File: src/mac_pkg.sv
/*
 * shared constants and types of the multiply/accumulate datapath.
 * assumes one core clock domain; bit 0 of every vector is the lsb.
 */
package mac_pkg;

    // ==================================================
    // widths
    localparam int WORD_W = 32;
    localparam int HALF_W = 16;
    localparam int PROD_W = 64;
    localparam int GUARD_W = 4;
    localparam int ACC_W = 68;
    localparam int DEST_W = 5;

    // ==================================================
    // field positions of the halfword operands
    localparam int HALF_INT_POS = 0;
    localparam int HALF_FRAC_POS = 16;

    // ==================================================
    // rounding constants and shift
    localparam logic [ACC_W-1:0] HW_ROUND_CONST = 68'h0_0000_0000_0000_8000;
    localparam logic [ACC_W-1:0] WORD_ROUND_CONST = 68'h0_0000_0000_8000_0000;
    localparam int FRAC_SHIFT = 1;

    // ==================================================
    // reset values and timing
    localparam logic [ACC_W-1:0] ACC_RESET = 68'h0_0000_0000_0000_0000;
    localparam logic [WORD_W-1:0] WORD_RESET = 32'h0000_0000;
    localparam int PIPE_LATENCY = 2;

    // ==================================================
    // operations
    typedef enum logic [3:0] {
        OP_HW_SUB = 4'h1,
        OP_WORD_MAC = 4'h2,
        OP_WORD_SUB = 4'h4,
        OP_WORD_SUB_U = 4'h8
    } op_type;

endpackage

File: src/mult_if.sv
/*
 * carrier between the accumulator control and the multiplier stage.
 * assumes both ends sit on the same core clock.
 */
`timescale 1ns/1ps
interface mult_if;
    import mac_pkg::*;
    logic [WORD_W-1:0] op_a;
    logic [WORD_W-1:0] op_b;
    logic is_signed;
    logic op_valid;
    logic [PROD_W-1:0] prod;
    logic prod_valid;

    modport requester (
        output op_a, op_b, is_signed, op_valid,
        input prod, prod_valid
    );
    modport multiplier (
        input op_a, op_b, is_signed, op_valid,
        output prod, prod_valid
    );
endinterface

File: src/mult_stage.sv
/*
 * one registered 32x32 multiplier, signed or unsigned per request.
 * assumes operands arrive from logic on the same clock.
 */
`timescale 1ns/1ps
module mult_stage (
    // clock and reset
    input wire logic sys_clk,
    input wire logic rst,
    // operand and product carrier
    mult_if.multiplier mul
);
    import mac_pkg::*;

    // ==================================================
    // product
    logic signed [WORD_W:0] ext_a;
    logic signed [WORD_W:0] ext_b;
    logic signed [2*WORD_W+1:0] full_prod;
    logic [PROD_W-1:0] prod_r;
    logic prod_valid_r;

    assign ext_a = $signed({mul.is_signed & mul.op_a[WORD_W-1], mul.op_a});
    assign ext_b = $signed({mul.is_signed & mul.op_b[WORD_W-1], mul.op_b});
    assign full_prod = ext_a * ext_b;

    always_ff @(posedge sys_clk or posedge rst) begin
        if (rst) begin
            prod_r <= 64'h0000_0000_0000_0000;
            prod_valid_r <= 1'b0;
        end else begin
            prod_r <= full_prod[PROD_W-1:0];
            prod_valid_r <= mul.op_valid;
        end
    end

    assign mul.prod = prod_r;
    assign mul.prod_valid = prod_valid_r;
endmodule // mult_stage

File: src/mac_unit.sv
/*
 * multiply/accumulate/subtract datapath with a 68-bit accumulator.
 * assumes decode presents one request per cycle on the core clock;
 * results appear two cycles after a request is taken.
 */
`timescale 1ns/1ps
module mac_unit (
    // clock and reset
    input wire logic sys_clk,
    input wire logic rst,
    // request from decode
    input wire logic req_valid,
    input wire mac_pkg::op_type req_op,
    input wire logic fraction_mode_bit,
    input wire logic req_round,
    input wire logic [mac_pkg::WORD_W-1:0] general_register_a,
    input wire logic [mac_pkg::WORD_W-1:0] general_register_b,
    input wire logic [mac_pkg::DEST_W-1:0] req_dest_idx,
    input wire logic acc_clear,
    // word result to the register file
    output logic res_valid,
    output logic [mac_pkg::DEST_W-1:0] res_dest_idx,
    output logic [mac_pkg::WORD_W-1:0] res_word,
    // accumulator view
    output logic [mac_pkg::WORD_W-1:0] acc_high_word,
    output logic [mac_pkg::WORD_W-1:0] acc_low_word,
    output logic [mac_pkg::GUARD_W-1:0] acc_guard
);
    import mac_pkg::*;

    mult_if mul ();

    // ==================================================
    // operand selection
    logic req_hw;
    logic [HALF_W-1:0] half_a;
    logic [HALF_W-1:0] half_b;
    assign req_hw = (req_op == OP_HW_SUB);
    assign half_a = fraction_mode_bit ? general_register_a[HALF_FRAC_POS +: HALF_W]
                                      : general_register_a[HALF_INT_POS +: HALF_W];
    assign half_b = fraction_mode_bit ? general_register_b[HALF_FRAC_POS +: HALF_W]
                                      : general_register_b[HALF_INT_POS +: HALF_W];
    assign mul.op_a = req_hw ? {{HALF_W{half_a[HALF_W-1]}}, half_a} : general_register_a;
    assign mul.op_b = req_hw ? {{HALF_W{half_b[HALF_W-1]}}, half_b} : general_register_b;
    assign mul.is_signed = (req_op != OP_WORD_SUB_U);
    assign mul.op_valid = req_valid;

    mult_stage u_mult (
        .sys_clk(sys_clk),
        .rst(rst),
        .mul(mul)
    );

    // ==================================================
    // control carried beside the multiplier
    op_type s1_op_r;
    logic s1_frac_r;
    logic s1_round_r;
    logic [DEST_W-1:0] s1_dest_r;

    always_ff @(posedge sys_clk or posedge rst) begin
        if (rst) begin
            s1_op_r <= OP_HW_SUB;
            s1_frac_r <= 1'b0;
            s1_round_r <= 1'b0;
            s1_dest_r <= 5'h00;
        end else begin
            s1_op_r <= req_op;
            s1_frac_r <= fraction_mode_bit;
            s1_round_r <= req_round;
            s1_dest_r <= req_dest_idx;
        end
    end

    // ==================================================
    // accumulate
    logic [ACC_W-1:0] acc_r;
    logic [ACC_W-1:0] acc_nxt;
    logic [ACC_W-1:0] acc_base;
    logic [ACC_W-1:0] prod_ext;
    logic [ACC_W-1:0] prod_sh;
    logic [ACC_W-1:0] round_const;
    logic [ACC_W-1:0] sum;
    logic s1_hw;
    logic s1_sub;
    logic [WORD_W-1:0] word_nxt;
    logic [WORD_W-1:0] res_word_r;
    logic [DEST_W-1:0] res_dest_r;
    logic res_valid_r;

    assign s1_hw = (s1_op_r == OP_HW_SUB);
    assign s1_sub = (s1_op_r != OP_WORD_MAC);
    assign prod_ext = (s1_op_r == OP_WORD_SUB_U) ? {{GUARD_W{1'b0}}, mul.prod}
                                                 : {{GUARD_W{mul.prod[PROD_W-1]}}, mul.prod};
    assign prod_sh = s1_frac_r ? (prod_ext << FRAC_SHIFT) : prod_ext;
    assign round_const = !s1_round_r ? ACC_RESET
                       : s1_hw ? HW_ROUND_CONST : WORD_ROUND_CONST;
    assign acc_base = acc_clear ? ACC_RESET : acc_r;
    assign sum = s1_sub ? (acc_base - prod_sh + round_const)
                        : (acc_base + prod_sh + round_const);
    assign acc_nxt = mul.prod_valid ? sum : acc_base;
    assign word_nxt = (s1_round_r && !s1_hw) ? sum[2*WORD_W-1:WORD_W]
                    : (s1_round_r && s1_hw) ? {sum[WORD_W-1:HALF_W], 16'h0000}
                    : sum[WORD_W-1:0];

    always_ff @(posedge sys_clk or posedge rst) begin
        if (rst) begin
            acc_r <= ACC_RESET;
            res_valid_r <= 1'b0;
            res_word_r <= WORD_RESET;
            res_dest_r <= 5'h00;
        end else begin
            acc_r <= acc_nxt;
            res_valid_r <= mul.prod_valid;
            if (mul.prod_valid) begin
                res_word_r <= word_nxt;
                res_dest_r <= s1_dest_r;
            end
        end
    end

    assign res_valid = res_valid_r;
    assign res_word = res_word_r;
    assign res_dest_idx = res_dest_r;
    assign acc_high_word = acc_r[2*WORD_W-1:WORD_W];
    assign acc_low_word = acc_r[WORD_W-1:0];
    assign acc_guard = acc_r[ACC_W-1:PROD_W];

    // ==================================================
    // checks
    logic [ACC_W-1:0] chk_ws;
    logic [ACC_W-1:0] chk_wu;
    logic [ACC_W-1:0] chk_hi;
    logic [ACC_W-1:0] chk_hf;
    logic [WORD_W-1:0] ga;
    logic [WORD_W-1:0] gb;
    logic clean;
    assign ga = general_register_a;
    assign gb = general_register_b;
    assign chk_ws = $signed({{36{ga[31]}}, ga}) * $signed({{36{gb[31]}}, gb});
    assign chk_wu = {36'h0_0000_0000, ga} * {36'h0_0000_0000, gb};
    assign chk_hi = $signed({{52{ga[15]}}, ga[15:0]}) * $signed({{52{gb[15]}}, gb[15:0]});
    assign chk_hf = $signed({{52{ga[31]}}, ga[31:16]}) * $signed({{52{gb[31]}}, gb[31:16]});
    logic clear_seen_r;

    always_ff @(posedge sys_clk or posedge rst) begin
        if (rst) begin
            clear_seen_r <= 1'b0;
        end else begin
            clear_seen_r <= acc_clear;
        end
    end

    assign clean = res_valid && !clear_seen_r;
endmodule // mac_unit

File: config.mk
export PLATFORM = sky130hd
export DESIGN_NAME = mac_unit
export DESIGN_NICKNAME = d
export VERILOG_FILES = /design/src/mac_pkg.sv /design/src/mult_if.sv /design/src/mult_stage.sv /design/src/mac_unit.sv
export SDC_FILE = /design/constraint.sdc
export NUM_CORES = 2
export LEC_CHECK = 0
export BUFFER_PORTS_ARGS = -buffer_cell sky130_fd_sc_hd__buf_2
export CORE_MARGIN = 3
export CORE_UTILIZATION = 41
export CTS_CLUSTER_DIAMETER = 150
export DETAILED_ROUTE_END_ITERATION = 7
export PLACE_DENSITY_LB_ADDON = 0.15
export SLEW_MARGIN = 5
export SYNTH_ARGS = -nofsm -noshare
export SYNTH_HDL_FRONTEND = slang
export SYNTH_SLANG_ARGS = --single-unit
export TNS_END_PERCENT = 5
File: constraint.sdc
create_clock -name sys_clk -period 8 [get_ports sys_clk]
set_input_delay 2.4 -clock sys_clk [delete_from_list [all_inputs] [get_ports sys_clk]]
set_output_delay 2.4 -clock sys_clk [all_outputs]
set_load 0.02 [all_outputs]
# --- After elaboration in Yosys (flattened, before gate mapping) ---
# Cells that the tools add are included.
op_classes:
  n_addsub: 4
  n_mul: 1
  n_div: 0
  order_cmp: 0
  n_eq_ne: 5
  shifts: 0
  n_mux: 13
  n_bitwise: 2
  n_reduce_logical: 3
op_table:
  columns: ["cell", "n"]
  rows:
  - ["$mux W68", 5]
  - ["$mux W32", 5]
  - ["$add A68 B32 Y68", 2]
  - ["$add A68 B68 Y68", 1]
  - ["$sub A68 B68 Y68", 1]
  - ["$mul A33 B33 Y64", 1]
  - ["$mux W16", 3]
  - ["$eq A4 B1 Y1 const B", 2]
  - ["$eq A4 B4 Y1 const B", 1]
  - ["$ne A4 B2 Y1 const B", 1]
  - ["$ne A4 B4 Y1 const B", 1]
  - ["$and A1 B1 Y1", 2]
  - ["$logic_and A1 B1 Y1", 2]
  - ["$logic_not A1 Y1", 1]
totals:
  ff_bits: 182
  latchBits: 0
  mem_bits_rw: 0
  mem_bits_ro: 0
  in_bits: 79
  out_inout_bits: 106
  word_cells: 38
  mem_count: 0

# --- Logic depth before layout (Yosys ltp) ---
logic_depth:
  depth_word: 8
  ltp_mapped: 35
  mapped_depth_nobuf: 32

# --- Cells and area by module ---
# Synthesis repeated with hierarchy kept, for this count alone.
unflattened:
  hier_cells: 6394
  hier_area_um2: 56412.9
by_module_without_submodules:
  columns: ["module", "n_inst", "cells_per_inst", "area_each_um2", "seq_area_each_um2"]
  rows:
  - ["mult_stage", 1, 4203, 39327.7, 1626.6]
  - ["mac_unit", 1, 2191, 17085.1, 2929.1]

# --- Worst setup path before layout ---
# OpenSTA, ideal clock, no wires.
synth_path:
  path_kind: "input to register"
  from: "input req_op[2]"
  to: "register u_mult.prod_r[60] (netlist: u_mult.mul.prod[60])"
  setup_ns: 0.080
  t_arrival_ns: 11.195
  required_time_ns: 7.920
  setup_slack_ns: -3.275
  cell_stages: 33
  path_buffers: 3
  path_cell_list: "nor4b_2 -> nand2_1 -> clkbuf_1 -> mux2i_1 -> clkbuf_1 -> clkbuf_1 -> nor2_1 -> fa_1 -> inv_1 -> fa_1 -> inv_1 -> fa_1 -> inv_1 -> fa_1 -> inv_1 -> fa_1 -> fa_1 -> fa_1 -> inv_1 -> fa_1 -> inv_1 -> ha_1 -> a21oi_2 -> o21ai_1 -> a221o_1 -> a21oi_1 -> o221a_2 -> a21oi_1 -> o41a_1 -> a221o_1 -> a21o_1 -> a21oi_2 -> xnor2_1"
synth_via:
  elab_chain_len: 4
  word_cells_on_any_way: 7
  cone_classes: "mul: 1; eq/ne: 2; mux: 2; bitwise: 2"
synth_rtl:
  columns: ["element", "line_no", "source"]
  rows:
  - ["start, declared", "mac_unit.sv:13", "input wire mac_pkg::op_type req_op,"]
  - ["$eq A4 B1 Y1", "mac_unit.sv:38", "assign req_hw = (req_op == OP_HW_SUB);"]
  - ["$mux W32 (on tied branches)", "mac_unit.sv:43, mac_unit.sv:44", null]
  - ["$and A1 B1 Y1 (on tied branches)", "mult_stage.sv:23, mult_stage.sv:24", null]
  - ["$mul A33 B33 Y64 (*)", "mult_stage.sv:25", "assign full_prod = ext_a * ext_b;"]
  - ["via u_mult.full_prod[60]", "mult_stage.sv:19", "logic signed [2*WORD_W+1:0] full_prod;"]
  - ["end signal, assigned", "mult_stage.sv:32", "prod_r <= full_prod[PROD_W-1:0];"]
  - ["end, declared", "mult_stage.sv:20", "logic [PROD_W-1:0] prod_r;"]
# The timed path passes the listed nets; every way through them passes the cells marked *.
# A chain may end at the register's enable or synchronous reset.

# --- Final worst setup path ---
layout_path:
  from: "input req_op[3]"
  to: "register u_mult.prod_r[60] (netlist: u_mult.mul.prod[60])"
# Same word-level chain as after synthesis.

==> summary.md <==
| Metric | Value |
|---|---|
| Worst setup slack after layout | `-2.483 ns` |
| Vias in the first global route | `49180` |
| Tcrit/Tclk final | `1.310` |
| Max Slew Vio Count | `0` |
| Synth Warn # | `0` |
| Die Wd | `373.4 um` |
| Violated checks | `negative setup slack` |
| Synth Cell Area | `55330 um2` |
| DR WL/cell | `23.19 um` |
| Initial Utilization | `0.4135` |
| Worst Setup End Kind | `flop` |
| Hold_sp | `s1_dest_r[1]` |
| Hold Violations, Final | `0` |
| Post-route ant nets | `0` |
| Final worst path period need | `10.48 ns` |
| Slowest stage delay, CP | `0.54 ns` |
| Number of diodes | `0` |
| Die height | `373.4 um` |
| Worst min-delay path class | `flop to flop` |
| Number of vias per cell | `5.270` |
| Normalized max-slew margin | `0.1081` |
| Post-DP HPWL | `180100 um` |
| Synth Register Bits | `182` |
| Asr flop ratio synth | `1.000` |
| Clk pin slew, worst setup/hold paths | `0.08 ns` |
| Number of flops mapped to enable cells by yosys | `0` |
| Fmax | `0.09540 GHz` |
| Placer Congestion | `1.027` |
| Nets | `8768` |
| # port buffers | `184` |
| Status | `finished with violations` |
| Core area | `133800 um2` |
| Final wirelength | `205600 um` |
| Layout cell share with drive strength beyond 1 | `0.1837` |
| Clk sinks | `182` |
| Final setup vio count | `54` |
| Post-layout util | `0.4956` |
| Mean Syn Cell Area | `8.690 um2` |
| Cells after DPL | `8786` |
| Total negative setup slack | `-91.22 ns` |
| Crit path max fanout | `8` |
| Inserted Clock Buffers | `17` |
| DRT Pass-1 Iters | `5` |
| Std cell rows | `134` |
| Initial antenna violation count | `5` |
| CP Data Required Time | `8.44 ns` |
| Gate Count Post-Synth | `6367` |
| Startpoint types | `input port` |
| Prevailing post-synth register cell | `dfrtp_1` |
| Clk_lat worst skew | `0.51 ns` |
| H-Tree Depth | `4` |
| CTS tree | `built` |
| Final Non-Filler Cells | `8865` |
| Worst clock skew | `0.02346 ns` |
| Area growth syn-to-layout | `19.84%` |
| Global-route wire length before repair | `308700 um` |
| Initial DRC count | `3427` |
| CTS Hold Bufs | `0` |
| Largest net degree at the start of global routing | `74` |
| Drt drc | `0` |
| Via count | `46720` |
| Total die area | `139400 um2` |
| Syn_nets | `8051` |
| WS Path Type | `input port to flop` |
| MaxCap Viol Count | `0` |
| I/O pin count | `185` |
| Register area share after synthesis | `0.08234` |
| Max Buffers Root-to-Sink | `2` |
| RR Startpoint | `s1_frac_r` |
| CP startpoint | `req_op[3]` |
| Worst-margin pin slew | `1.324 ns` |
| Critical Path Most Common Cell | `fa_1` |
| Max stage delay cell, worst path | `fa_1` |
| Root buffer cell | `clkbuf_16` |
| Yosys cell types | `89` |
| Gr ovfl total | `0` |
| Crit path DAT | `10.92 ns` |
| Setup repair after global routing missed its margin | `yes` |
| Hold slack final | `0.4767 ns` |
| Global-route usage over all layers | `0.2951` |
==> worst max-delay path: cells and delay by family <==
| family | cells | cell delay [ns] |
|---|---|---|
| buf+inv | 9 | 1.07 |
| compound gates | 10 | 2.23 |
| mux | 1 | 0.18 |
| simple gates | 3 | 0.55 |
| xor+xnor | 1 | 0.12 |
| fa+ha+maj | 9 | 4.31 |
==> cells in the mapped netlist (9+ instances only) <==
library cell	number	share of area
a211oi_1	19	0.0026
a21boi_0	9	0.0012
a21o_1	106	0.014
a21oi_1	282	0.026
a31oi_1	18	0.0020
and2_1	19	0.0021
and3_1	16	0.0018
buf_1	23	0.0016
clkbuf_1	273	0.019
dfrtp_1	181	0.082
fa_1	1131	0.41
ha_1	474	0.11
inv_1	1275	0.086
mux2_2	41	0.0083
mux2i_1	102	0.018
nand2_1	912	0.062
nand2b_1	19	0.0021
nand3_1	28	0.0025
nand4_1	58	0.0066
nor2_1	573	0.039
nor2b_1	80	0.0090
nor3_1	38	0.0034
o211ai_1	17	0.0023
o21a_1	62	0.0084
o21ai_0	157	0.014
o21ai_1	34	0.0031
o21bai_1	37	0.0050
o221ai_1	22	0.0035
o22ai_1	12	0.0014
o31ai_1	15	0.0020
xnor2_1	136	0.022
xor2_1	65	0.010
==> logic make-up after synthesis <==
logic type	count (synthesis)	synth area share
and+or+nand+nor	1780	0.1335
AOI/OAI and AO/OA	876	0.1017
xor gates and xnor gates	201	0.03182
adders and majority gates	1605	0.5164
DFF	182	0.08234
muxes	143	0.02680
buffers and inverters	1580	0.1075
==> layout by cell type, fill, tap and decap left out, types with 36 or more instances in the layout <==
cell type and n:
o21ai_1 43, mux2i_1 87, a21o_1 106, o21ai_0 140, dfrtp_1 179, o21a_1 53, xor2_1 62, fa_1 1090
nor2b_1 79, o21bai_1 37, nand2_1 902, ha_1 454, buf_4 704, xnor2_1 129, nand4_1 58, buf_12 78
inv_1 1258, a21oi_1 262, nor3_1 36, fa_2 41, buf_2 184, nor2_1 559
==> routing by layer <==
metal / part of all wire / vias to the layer above / wire, um / global-route usage
met5: 0.000058 / - / 12 / 0
met4: 0.050 / 2 / 10190 / 0.1212
met3: 0.078 / 283 / 16120 / 0.05304
met2: 0.45 / 1684 / 92430 / 0.4683
met1: 0.42 / 23690 / 86850 / 0.3998
li1: - / 21060 / - / -
==> stage by stage <==
stage                     worst slack, ns  instance area [um2]
after floorplan                    -2.515                55690
after global placement             -3.176                64190
after detailed placement           -3.275                64190
after CTS                          -2.473                65690
after global routing               -2.732                66310
final                              -2.483                66310
==> cell type report <==
cell class	count	area (um2)
timing repair buffer	999	8222
clock buffer	17	425.4
inverter	1277	4808
fill	12880	67490
multi-input combinational	4607	45920
clock inverter	15	153.9
sequential	182	4563
tap	1768	2212
==> sequential cells by signal, summed over array words and instances (netlist names) <==
register / flops
s1_frac_r: 1
s1_dest_r: 5
res_dest_idx: 5
s1_op_r: 4
u_mult.mul.prod: 64
res_valid: 1
u_mult.mul.prod_valid: 1
acc_r: 68
res_word: 32
s1_round_r: 1
==> what timing repair did <==
item / 4_1_cts / 5_1_grt
gates resized for setup: 141 / 100
endpoints found under the setup margin: 54 / 55
cloned: 4 / 1
setup buffers: 23 / 20
pin swaps: 34 / 58
endpoints found under the hold margin: 0 / 0
==> worst paths after layout <==
path,slack [ns],cells past startpoint,endpoint
hold / removal,0.48,1,res_dest_idx[1]
setup / recovery,-2.48,33,u_mult.mul.prod[60]
max in group asynchronous,4.76,3,u_mult.mul.prod_valid
hold reg to reg,0.48,1,res_dest_idx[1]
min in group asynchronous,1.92,2,acc_r[62]
setup reg to reg,1.80,16,res_word[27]
Power is not shown: default switching activity piles up to over one toggle a cycle in this logic, so the estimate is an artifact.
